**src/design/cmp_ctrl_pkg.sv**
```systemverilog
// Package with register map, field layouts and carriers for the comparator control block.
package cmp_ctrl_pkg;

  // Register offsets as byte addresses; only the control/status offset is fixed by the map.
  localparam logic [7:0] OFF_CTRL_STATUS = 8'h0C;
  localparam logic [7:0] OFF_INPUT_CFG   = 8'h10;
  localparam logic [7:0] OFF_DIDR        = 8'h14;
  localparam logic [7:0] OFF_IRQ_STATUS  = 8'h18;
  localparam logic [7:0] OFF_IRQ_MASK    = 8'h1C;
  localparam logic [7:0] OFF_CTRL_EXT    = 8'h20;

  // Control/status register field positions.
  localparam int BIT_POWER_OFF  = 7;
  localparam int BIT_BANDGAP    = 6;
  localparam int BIT_SYNC_OUT   = 5;
  localparam int BIT_IRQ_FLAG   = 4;
  localparam int BIT_IRQ_ENABLE = 3;
  localparam int BIT_CAPTURE    = 2;
  localparam int BIT_MODE_HI    = 1;
  localparam int BIT_MODE_LO    = 0;

  // Input configuration register field positions.
  localparam int BIT_HYST_SEL = 7;
  localparam int BIT_HYST_LEV = 6;
  localparam int BIT_PIN_OE   = 4;
  localparam int BIT_MUX_EN   = 2;

  // Digital input disable field positions.
  localparam int BIT_NEG_DIS = 4;
  localparam int BIT_POS_DIS = 3;

  // Event status register bits (sticky, write one to clear).
  localparam int EV_RISE = 0;
  localparam int EV_FALL = 1;
  localparam int EV_FLAG = 2;
  localparam int EV_W    = 3;

  // Extension register: global interrupt enable and vector acknowledge.
  localparam int BIT_GIE     = 0;
  localparam int BIT_VEC_ACK = 1;

  // Reset values.
  localparam logic [7:0] RST_CTRL  = 8'h00;
  localparam logic [7:0] RST_CFG   = 8'h00;
  localparam logic [7:0] RST_DIDR  = 8'h00;
  localparam logic [7:0] RST_MASK  = 8'h00;
  localparam logic [1:0] RST_SYNC  = 2'h0;
  localparam logic [31:0] UNMAPPED = 32'h0000_0000;

  // Hysteresis figures in millivolts.
  localparam int HYST_LOW_MV  = 20;
  localparam int HYST_HIGH_MV = 50;

  // Interrupt mode encodings.
  typedef enum logic [1:0] {
    MODE_TOGGLE   = 2'h0,
    MODE_RESERVED = 2'h1,
    MODE_FALL     = 2'h2,
    MODE_RISE     = 2'h3
  } irq_mode_type;

  // Analog front-end controls carried together to the comparator core.
  typedef struct packed {
    logic power_off;
    logic pos_bandgap;
    logic neg_adc_mux;
    logic hyst_enable;
    logic hyst_level_high;
    logic neg_pin_input_disable;
    logic pos_pin_input_disable;
  } analog_ctrl_type;

  // Routed outputs of the synchronized result.
  typedef struct packed {
    logic capture_in;
    logic capture_route;
    logic pin_out;
    logic pin_out_enable;
  } route_type;

endpackage

```
**src/design/analog_comparator_control.sv**
```systemverilog
// Control, status and interrupt logic around the second analog comparator.
//
// The Wishbone interface to the registers was left to the implementer.
`timescale 1ns/1ns

// Overview of operation
// (RULE1) The raw comparator result is high when the selected positive input exceeds the negative one.
// (RULE2) Setting the power-off bit removes power from the comparator core.
// (RULE3) The bandgap bit picks the positive pin when 0 and the bandgap reference when 1.
// (RULE4) The output status bit is the result after a synchronizer of one to two cycles.
// (RULE5) The interrupt flag sets when a synchronized output change matches the selected mode.
// (RULE6) The flag clears on vector execution or when software writes one to it.
// (RULE7) The request is issued only while the interrupt enable and global enable are both set.
// (RULE8) The capture-route bit connects the synchronized output to the timer capture front end.
// (RULE9) Mode 00 is toggle, 01 reserved, 10 falling edge and 11 rising edge.
// (RULE10) Software disables the interrupt before changing the mode or the power-off bit.
// (RULE11) Hysteresis select enables hysteresis and the level bit picks 20 mV or 50 mV.
// (RULE12) The output-enable bit drives the result onto the comparator output pin.
// (RULE13) The negative input is the converter multiplexer only when mux enable is 1 and converter off.
// (RULE14) Reserved bits 5, 3, 1 and 0 of the input configuration register read zero.
// (RULE15) Input-disable bits 4 and 3 turn off the negative and positive pin buffers, reading zero.
// (RULE16) Edges are found by comparing the synchronized output with its previous value.
module analog_comparator_control (
  input  wire logic                            mclk,
  input  wire logic                            srst,
  input  wire logic                            wb_cyc_i,
  input  wire logic                            wb_stb_i,
  input  wire logic                            wb_we_i,
  input  wire logic [7:0]                      wb_adr_i,
  input  wire logic [3:0]                      wb_sel_i,
  input  wire logic [31:0]                     wb_dat_i,
  output logic      [31:0]                     wb_dat_o,
  output logic                                 wb_ack_o,
  input  wire logic                            cmp_raw,
  input  wire logic                            converter_enable,
  input  wire logic                            cmp_pos_pin_digital,
  input  wire logic                            cmp_neg_pin_digital,
  output logic                                 cmp_pos_pin_read,
  output logic                                 cmp_neg_pin_read,
  output cmp_ctrl_pkg::analog_ctrl_type        analog_ctrl,
  output cmp_ctrl_pkg::route_type              route,
  output logic                                 cmp_irq_request,
  output logic                                 irq
);

  // Software-visible state.
  logic                 cmp_power_off_q;
  logic                 cmp_bandgap_select_q;
  logic                 cmp_irq_enable_q;
  logic                 cmp_capture_route_q;
  logic [1:0]           cmp_irq_mode_q;
  logic                 cmp_irq_flag_q;
  logic                 hysteresis_select_q;
  logic                 hysteresis_level_q;
  logic                 cmp_pin_output_enable_q;
  logic                 cmp_mux_enable_q;
  logic                 neg_pin_input_disable_q;
  logic                 pos_pin_input_disable_q;
  logic                 gie_q;
  logic [cmp_ctrl_pkg::EV_W-1:0] ev_status_q;
  logic [cmp_ctrl_pkg::EV_W-1:0] ev_mask_q;
  logic [1:0]           sync_q;
  logic                 prev_q;

  // Bus decode.
  logic                 acc;
  logic                 wr;
  logic                 wr_ctrl;
  logic                 wr_cfg;
  logic                 wr_didr;
  logic                 wr_stat;
  logic                 wr_mask;
  logic                 wr_ext;
  logic                 sync_out;
  logic                 rise;
  logic                 fall;
  logic                 mode_hit;
  logic                 vec_ack;
  logic                 flag_clear;
  logic [31:0]          rd_d;

  // Low byte lane carries every register; other lanes are ignored on write.
  assign acc     = wb_cyc_i && wb_stb_i && !wb_ack_o;
  assign wr      = acc && wb_we_i && wb_sel_i[0];
  assign wr_ctrl = wr && (wb_adr_i == cmp_ctrl_pkg::OFF_CTRL_STATUS);
  assign wr_cfg  = wr && (wb_adr_i == cmp_ctrl_pkg::OFF_INPUT_CFG);
  assign wr_didr = wr && (wb_adr_i == cmp_ctrl_pkg::OFF_DIDR);
  assign wr_stat = wr && (wb_adr_i == cmp_ctrl_pkg::OFF_IRQ_STATUS);
  assign wr_mask = wr && (wb_adr_i == cmp_ctrl_pkg::OFF_IRQ_MASK);
  assign wr_ext  = wr && (wb_adr_i == cmp_ctrl_pkg::OFF_CTRL_EXT);

  // Edge detection against the previous synchronized sample.
  assign sync_out = sync_q[1]; // [RULE4]
  assign rise     = sync_out && !prev_q; // [RULE16]
  assign fall     = !sync_out && prev_q; // [RULE16]

  // Mode decode; the reserved code never fires.
  always_comb begin
    unique case (cmp_ctrl_pkg::irq_mode_type'(cmp_irq_mode_q)) // [RULE9]
      cmp_ctrl_pkg::MODE_TOGGLE:   mode_hit = rise || fall;
      cmp_ctrl_pkg::MODE_RESERVED: mode_hit = 1'b0;
      cmp_ctrl_pkg::MODE_FALL:     mode_hit = fall;
      cmp_ctrl_pkg::MODE_RISE:     mode_hit = rise;
    endcase
  end

  assign vec_ack    = wr_ext && wb_dat_i[cmp_ctrl_pkg::BIT_VEC_ACK];
  assign flag_clear = vec_ack || (wr_ctrl && wb_dat_i[cmp_ctrl_pkg::BIT_IRQ_FLAG]);

  // Two-stage synchronizer on the raw result, then the previous-value register.
  always_ff @(posedge mclk) begin
    if (srst) begin
      sync_q <= cmp_ctrl_pkg::RST_SYNC;
      prev_q <= 1'b0;
    end else begin
      sync_q <= {sync_q[0], cmp_raw}; // [RULE1] [RULE4]
      prev_q <= sync_q[1]; // [RULE16]
    end
  end

  // Control/status register; the flag set wins over a clear in the same cycle.
  always_ff @(posedge mclk) begin
    if (srst) begin
      cmp_power_off_q      <= 1'b0;
      cmp_bandgap_select_q <= 1'b0;
      cmp_irq_enable_q     <= 1'b0;
      cmp_capture_route_q  <= 1'b0;
      cmp_irq_mode_q       <= 2'h0;
      cmp_irq_flag_q       <= 1'b0;
    end else begin
      if (wr_ctrl) begin
        cmp_power_off_q      <= wb_dat_i[cmp_ctrl_pkg::BIT_POWER_OFF]; // [RULE2]
        cmp_bandgap_select_q <= wb_dat_i[cmp_ctrl_pkg::BIT_BANDGAP]; // [RULE3]
        cmp_irq_enable_q     <= wb_dat_i[cmp_ctrl_pkg::BIT_IRQ_ENABLE];
        cmp_capture_route_q  <= wb_dat_i[cmp_ctrl_pkg::BIT_CAPTURE];
        cmp_irq_mode_q       <= wb_dat_i[cmp_ctrl_pkg::BIT_MODE_HI:cmp_ctrl_pkg::BIT_MODE_LO];
      end
      if (mode_hit) begin
        cmp_irq_flag_q <= 1'b1; // [RULE5]
      end else if (flag_clear) begin
        cmp_irq_flag_q <= 1'b0; // [RULE6]
      end
    end
  end

  // Input configuration, input-disable and global enable registers.
  always_ff @(posedge mclk) begin
    if (srst) begin
      hysteresis_select_q     <= 1'b0;
      hysteresis_level_q      <= 1'b0;
      cmp_pin_output_enable_q <= 1'b0;
      cmp_mux_enable_q        <= 1'b0;
      neg_pin_input_disable_q <= 1'b0;
      pos_pin_input_disable_q <= 1'b0;
      gie_q                   <= 1'b0;
    end else begin
      if (wr_cfg) begin
        hysteresis_select_q     <= wb_dat_i[cmp_ctrl_pkg::BIT_HYST_SEL]; // [RULE11]
        hysteresis_level_q      <= wb_dat_i[cmp_ctrl_pkg::BIT_HYST_LEV];
        cmp_pin_output_enable_q <= wb_dat_i[cmp_ctrl_pkg::BIT_PIN_OE];
        cmp_mux_enable_q        <= wb_dat_i[cmp_ctrl_pkg::BIT_MUX_EN];
      end
      if (wr_didr) begin
        neg_pin_input_disable_q <= wb_dat_i[cmp_ctrl_pkg::BIT_NEG_DIS]; // [RULE15]
        pos_pin_input_disable_q <= wb_dat_i[cmp_ctrl_pkg::BIT_POS_DIS];
      end
      if (wr_ext) begin
        gie_q <= wb_dat_i[cmp_ctrl_pkg::BIT_GIE];
      end
    end
  end

  // Sticky event bits; a new event beats a write-one clear in the same cycle.
  always_ff @(posedge mclk) begin
    if (srst) begin
      ev_status_q <= '0;
      ev_mask_q   <= cmp_ctrl_pkg::RST_MASK[cmp_ctrl_pkg::EV_W-1:0];
    end else begin
      ev_status_q <= (ev_status_q & ~(wr_stat ? wb_dat_i[cmp_ctrl_pkg::EV_W-1:0] : '0))
                     | {mode_hit, fall, rise};
      if (wr_mask) begin
        ev_mask_q <= wb_dat_i[cmp_ctrl_pkg::EV_W-1:0];
      end
    end
  end

  // Read mux; unmapped addresses read zero and still acknowledge.
  always_comb begin
    rd_d = cmp_ctrl_pkg::UNMAPPED;
    unique case (wb_adr_i)
      cmp_ctrl_pkg::OFF_CTRL_STATUS: rd_d[7:0] = {cmp_power_off_q, cmp_bandgap_select_q,
                                                   sync_out, cmp_irq_flag_q, cmp_irq_enable_q,
                                                   cmp_capture_route_q, cmp_irq_mode_q};
      cmp_ctrl_pkg::OFF_INPUT_CFG:   rd_d[7:0] = {hysteresis_select_q, hysteresis_level_q, 1'b0,
                                                   cmp_pin_output_enable_q, 1'b0,
                                                   cmp_mux_enable_q, 2'h0}; // [RULE14]
      cmp_ctrl_pkg::OFF_DIDR:        rd_d[7:0] = {3'h0, neg_pin_input_disable_q,
                                                   pos_pin_input_disable_q, 3'h0};
      cmp_ctrl_pkg::OFF_IRQ_STATUS:  rd_d[cmp_ctrl_pkg::EV_W-1:0] = ev_status_q;
      cmp_ctrl_pkg::OFF_IRQ_MASK:    rd_d[cmp_ctrl_pkg::EV_W-1:0] = ev_mask_q;
      cmp_ctrl_pkg::OFF_CTRL_EXT:    rd_d[0] = gie_q;
      default:                       rd_d = cmp_ctrl_pkg::UNMAPPED;
    endcase
  end

  // Single-wait-state slave: ack one cycle after the strobe, dropped the next cycle.
  always_ff @(posedge mclk) begin
    if (srst) begin
      wb_ack_o <= 1'b0;
      wb_dat_o <= '0;
    end else begin
      wb_ack_o <= acc;
      wb_dat_o <= acc ? rd_d : '0;
    end
  end

  // Registered outputs to the analog core, pins, timer and interrupt controller.
  always_ff @(posedge mclk) begin
    if (srst) begin
      analog_ctrl      <= '0;
      route            <= '0;
      cmp_irq_request  <= 1'b0;
      irq              <= 1'b0;
      cmp_pos_pin_read <= 1'b0;
      cmp_neg_pin_read <= 1'b0;
    end else begin
      analog_ctrl.power_off       <= cmp_power_off_q; // [RULE2]
      analog_ctrl.pos_bandgap     <= cmp_bandgap_select_q; // [RULE3]
      analog_ctrl.neg_adc_mux     <= cmp_mux_enable_q && !converter_enable; // [RULE13]
      analog_ctrl.hyst_enable     <= hysteresis_select_q; // [RULE11]
      // Level is forced low while hysteresis is off so the core sees no stray setting.
      analog_ctrl.hyst_level_high <= hysteresis_select_q && hysteresis_level_q; // [RULE11]
      analog_ctrl.neg_pin_input_disable <= neg_pin_input_disable_q; // [RULE15]
      analog_ctrl.pos_pin_input_disable <= pos_pin_input_disable_q; // [RULE15]
      route.capture_in     <= cmp_capture_route_q && sync_out; // [RULE8]
      route.capture_route  <= cmp_capture_route_q; // [RULE8]
      route.pin_out        <= cmp_pin_output_enable_q && sync_out; // [RULE12]
      route.pin_out_enable <= cmp_pin_output_enable_q; // [RULE12]
      cmp_irq_request  <= cmp_irq_flag_q && cmp_irq_enable_q && gie_q; // [RULE7]
      irq              <= |(ev_status_q & ev_mask_q);
      cmp_pos_pin_read <= cmp_pos_pin_digital && !pos_pin_input_disable_q; // [RULE15]
      cmp_neg_pin_read <= cmp_neg_pin_digital && !neg_pin_input_disable_q; // [RULE15]
    end
  end

endmodule // analog_comparator_control

```
**config.mk**
```make
export PLATFORM = sky130hd
export DESIGN_NAME = analog_comparator_control
export DESIGN_NICKNAME = d
export VERILOG_FILES = /design/src/design/cmp_ctrl_pkg.sv /design/src/design/analog_comparator_control.sv
export SDC_FILE = /design/constraint.sdc
export NUM_CORES = 1
export LEC_CHECK = 0
export ABC_CLOCK_PERIOD_IN_PS = 1600
export BUFFER_PORTS_ARGS = -buffer_cell sky130_fd_sc_hd__buf_2
export CAP_MARGIN = 10
export CELL_PAD_IN_SITES_DETAIL_PLACEMENT = 1
export CELL_PAD_IN_SITES_GLOBAL_PLACEMENT = 2
export CORE_UTILIZATION = 23
export DETAILED_ROUTE_END_ITERATION = 12
export PLACE_DENSITY_LB_ADDON = 0.1
export SLEW_MARGIN = 20
export SYNTH_ARGS = -nofsm -noshare
export SYNTH_HDL_FRONTEND = slang
export SYNTH_SLANG_ARGS = --single-unit
```
**constraint.sdc**
```tcl
create_clock -name mclk -period 1.6 [get_ports mclk]
set_input_delay 0.08 -clock mclk [delete_from_list [all_inputs] [get_ports mclk]]
set_output_delay 0.08 -clock mclk [all_outputs]
set_load 0.03 [all_outputs]
```
======== Word level (Yosys, flattened, before mapping) ========
Cells that the tools add are included.
Widths: inputs -> output; s select.
word-level totals
  bits in registers ....................... 71
  word-level logic and storage cells ...... 90
operators by class
  equality and inequality tests ........... 9
  mux-type cells .......................... 7
  bitwise gates (word level) .............. 5
  reduce and logical (&&, ||, !) cells .... 34
operator list
  cell                count
  $eq 8x5->1 const B  4
  $logic_and 1x1->1   22
  $pmux 5 s3          1
  $eq 8x4->1 const B  1
  $eq 8x6->1 const B  1
  $pmux 1 s4          2
  $pmux 2 s4          1
  $and 3x3->3         2
  $logic_not 1->1     6
  $eq 2x2->1 const B  2
  $mux 3              1
  $not 3->3           1
  $or 3x3->3          1
  $reduce_or 3->1     1
  $eq 2x1->1 const B  1
  $logic_not 2->1     1
  $logic_or 1x1->1    2
  $mux 1              2
  $reduce_bool 2->1   1
  $reduce_or 2->1     1
  $not 1->1           1

======== Longest topological paths before layout ========
  depth after elaboration ................. 9
  depth in mapped cells ................... 6
  gate-level depth less buffers ........... 6

======== Worst setup path before layout ========
OpenSTA, ideal clock, no wires.
  kind .................................... input port to flip-flop
  from .................................... input wb_adr_i[1]
  to ...................................... register cmp_bandgap_select_q
  setup time .............................. 123 ps
  arrival ................................. 1526 ps
  data required time ...................... 1477 ps
  setup slack ............................. -50 ps
  stages on the path ...................... 5
  path through ............................ or4_4 > buf_6 > nor4_4 > nand2_4 > mux2_1
between the ends
  longest elaborated chain between the ends .. 2
ends and longest elaborated chain
  element               line                              source
  start, declared       analog_comparator_control.sv:29   input wire logic [7:0] wb_adr_i,
  $eq 8x4->1            analog_comparator_control.sv:85   assign wr_ctrl = wr && (wb_adr_i == cmp_ctrl_pkg::OFF_CTRL_STATUS);
  $logic_and 1x1->1     analog_comparator_control.sv:85
  end signal, assigned  analog_comparator_control.sv:133  cmp_bandgap_select_q <= wb_dat_i[cmp_ctrl_pkg::BIT_BANDGAP];
  end, declared         analog_comparator_control.sv:48   logic cmp_bandgap_select_q;
Every way passes these cells.
A chain may end at the register's enable or synchronous reset.

======== Final worst setup path ========
  from .................................... register wb_ack_o
  to ...................................... register gie_q
between the ends
  longest elaborated chain between the ends .. 5
ends and longest elaborated chain
  element                          line                              source
  start, declared                  analog_comparator_control.sv:33   output logic wb_ack_o,
  start signal, assigned           analog_comparator_control.sv:209  wb_ack_o <= 1'b0;
  start signal, assigned           analog_comparator_control.sv:212  wb_ack_o <= acc;
  $logic_not 1->1                  analog_comparator_control.sv:83   assign acc = wb_cyc_i && wb_stb_i && !wb_ack_o;
  $logic_and 1x1->1                analog_comparator_control.sv:83
  $logic_and 1x1->1 (2 in series)  analog_comparator_control.sv:84   assign wr = acc && wb_we_i && wb_sel_i[0];
  $logic_and 1x1->1                analog_comparator_control.sv:90   assign wr_ext = wr && (wb_adr_i == cmp_ctrl_pkg::OFF_CTRL_EXT);
  end signal, assigned             analog_comparator_control.sv:168  gie_q <= wb_dat_i[cmp_ctrl_pkg::BIT_GIE];
  end, declared                    analog_comparator_control.sv:59   logic gie_q;
Every way passes these cells.

==> results.ini <==
[cells_and_area]
nets=324
seq_area_um2=942
final_util_pct=29.2
area_delta_synth_final_pct=22.9
multi_input_area_um2=947
drive_gt1_share_pct=32.6
nFillCells=1015
n_antenna_cell=0

[worst_setup_path]
start_kind=register
criticalPathCategory=reg -> reg
critPathMaxFanout=7
cp-end-kind=register
crit_path_start=wb_ack_o
cp.arrival_ns=1.70
r2r_start=wb_ack_o
r2r_cells=4
crit_required_ns=1.84

[floorplan]
die_w_um=96.9
dieArea_mm2=0.00938
boundaryPins=101
initial_core_util_pct=23.7
fp.dieH_um=96.9
rows=34
core_mm2=0.00872

[grt]
gr-max-usage-layer=met2
antenna_found_initial=0
use_met1_pct=15.5
grt_pass1_wl_mm=8.66
grt_max_degree=18
use_met2_pct=19.3
overflow=0
use_met3_pct=3.32
grt_pass1_vias=1624
grt.total_usage_pct=12.0

[logic_synthesis]
synth_top_cell_by_area=dfxtp_1
synth-seq-cells=47
synthSimpleGateAreaFrac_pct=21.5
synth_fa_ha_area_share_pct=1.21
syn_area_per_cell_um2=10.0
yosys-top-cells-area=dfxtp_1 45%, buf_4 9.4%, mux2i_1 4.4%
async_reset_ff_share_pct=0
synth_commonest_cells=47 x dfxtp_1, 26 x buf_4, 14 x nor2_1, 11 x nor2b_1
synthCells=207
synth_compound_gate_area_share_pct=9.79
yosysTopAreaCellShare_pct=45.5
seq_area_frac_synth_pct=45.5
synth_ff_type=dfxtp_1
synth_mux_area_share_pct=8.89
ys_warn_count=0
ys_types=46
yosysMostFrequentCell=dfxtp_1
synth_edf_count=0
synthXorXnorAreaFrac_pct=0
syn_area_mm2=0.00207
synth_top_family_by_area=simple AND/OR/NAND/NOR gates

[timing]
slew_violations=0
fmax_mhz=681
skew_ns=0.00530
hold_slack_ns=0.0175
setup_slack_ns=0.133
post-route-min-period_ns=1.47
fin_crit_sh_pct=91.7
setup_viol=0
hold_viol_final=0
rsz0062_at_grt=no

[clock_network]
clkSinkCount=47
cts_buffers=5
ctsHtreeMaxLevel=2
ctsLongestPathBuffers=2
post-cts-setup-buffers=0
clk_pin_slew_ns=0.09
cts_tree=yes
clk-insertion-delay-late_ns=0.30
cts-root-buf=clkbuf_8

[routing]
drc=0
vias=1572
dr.pass1.iters=4
routed_wl_mm=5.22
avgRoutedWirePerCell_um=13.8
postRouteAntennaNets=0
drtIter0Drc=49
viasPerCell=4.16

[job]
maxCapViolCount=0

[power]
leakagePower_nw=1.17
irDropWorstVdd_uv=397
power_switching_share_pct=25.9
p_int_mw=1.72
p_clk_share_pct=38.9
p_sw_mw=0.603
power_frac_seq_pct=51.2
p_comb_share_pct=10.0
power.total_mw=2.32
power_density_mw_per_mm2=914

[run_status]
status=finished, final reports clean

[min_path]
hold_class=in -> reg
min_path_cells=3
hp-start=wb_dat_i[6]

[place]
gp_congestion=0.695
numPortBuffers=48
post-place-ws_ns=-0.158
hpwl_mm=4.10

==> sequential cells by signal, indices dropped and copies added, names as in the netlist, 2 cells and up <==
signal and flops:
ev_status_q 3, route 4, ev_mask_q 3, wb_dat_o 8, analog_ctrl 7, sync_q 2
cmp_irq_mode_q 2
==> metal layers <==
| layer | up-vias | part of all wire, % | wire length (µm) |
|---|---|---|---|
| li1 | 793 | - | - |
| met1 | 732 | 48 | 2530 |
| met2 | 45 | 46 | 2400 |
| met3 | 2 | 4.9 | 254 |
| met4 | 0 | 0.73 | 38 |
| met5 | - | 0 | 0 |
==> critical path, stage by stage (launching register included) <==
cell     delay (ns)
dfxtp_2        0.32
and3b_2        0.27
nand2_1        0.19
nor4_1         0.41
mux2i_1        0.21
==> layout make-up <==
type	instances	area share (%)
Inverter	8	1.18
Tap cell	108	5.31
Timing Repair Buffer	65	14.7
Clock inverter	3	1.82
Clock buffer	5	2.71
Multi-Input combinational cell	142	37.3
Sequential cell	47	37.1
==> cell families after synthesis <==
group | Yosys count
AO/OA/AOI/OAI | 26
adder cells (fa/ha/maj) | 2
buffers and inverters | 41
flip-flops | 47
multiplexers | 17
other | 1
AND/OR/NAND/NOR | 73
==> power groups by stage <==
| stage | logic (mW) | registers [mW] | clock network (mW) |
|---|---|---|---|
| after global routing | 0.252 | 1.19 | 0.995 |
| final | 0.231 | 1.19 | 0.903 |
| after floorplan | 0.200 | 1.22 | 0 |
| after global placement | 0.231 | 1.22 | 0 |
| after detailed placement | 0.230 | 1.22 | 0 |
| after CTS | 0.234 | 1.19 | 0.945 |
==> cell usage in the layout, fill, tap and decap left out, types with 6 or more instances in the layout <==
cell      count
dfxtp_1      46
nor2_1       14
buf_2        48
buf_4        15
nand2_1       7
nor2b_1      11
mux2i_1       9
inv_1         8
and2_1        6
conb_1       24
nand2b_1      9
==> per-stage QoR <==
step,setup TNS (ns),instance area [µm²],instances
floorplan,-0.147,2160,230
detailed placement,-0.915,2410,368
global placement,-0.886,2410,368
finish,0,2540,378
global route,0,2540,378
CTS,0,2540,378
==> worst paths after layout <==
path	end	slack (ns)
min reg2reg	sync_q[1]	0.45
max	gie_q	0.13
max reg2reg	gie_q	0.13
min	hysteresis_level_q	0.02
==> what timing repair did <==
action / CTS / global route
endpoints found under the hold margin: 2 / 0
gates resized for setup: 0 / 1
hold buffers: 2 / 0
endpoints found under the setup margin: 0 / 2
(Power assumes the default switching activity.)
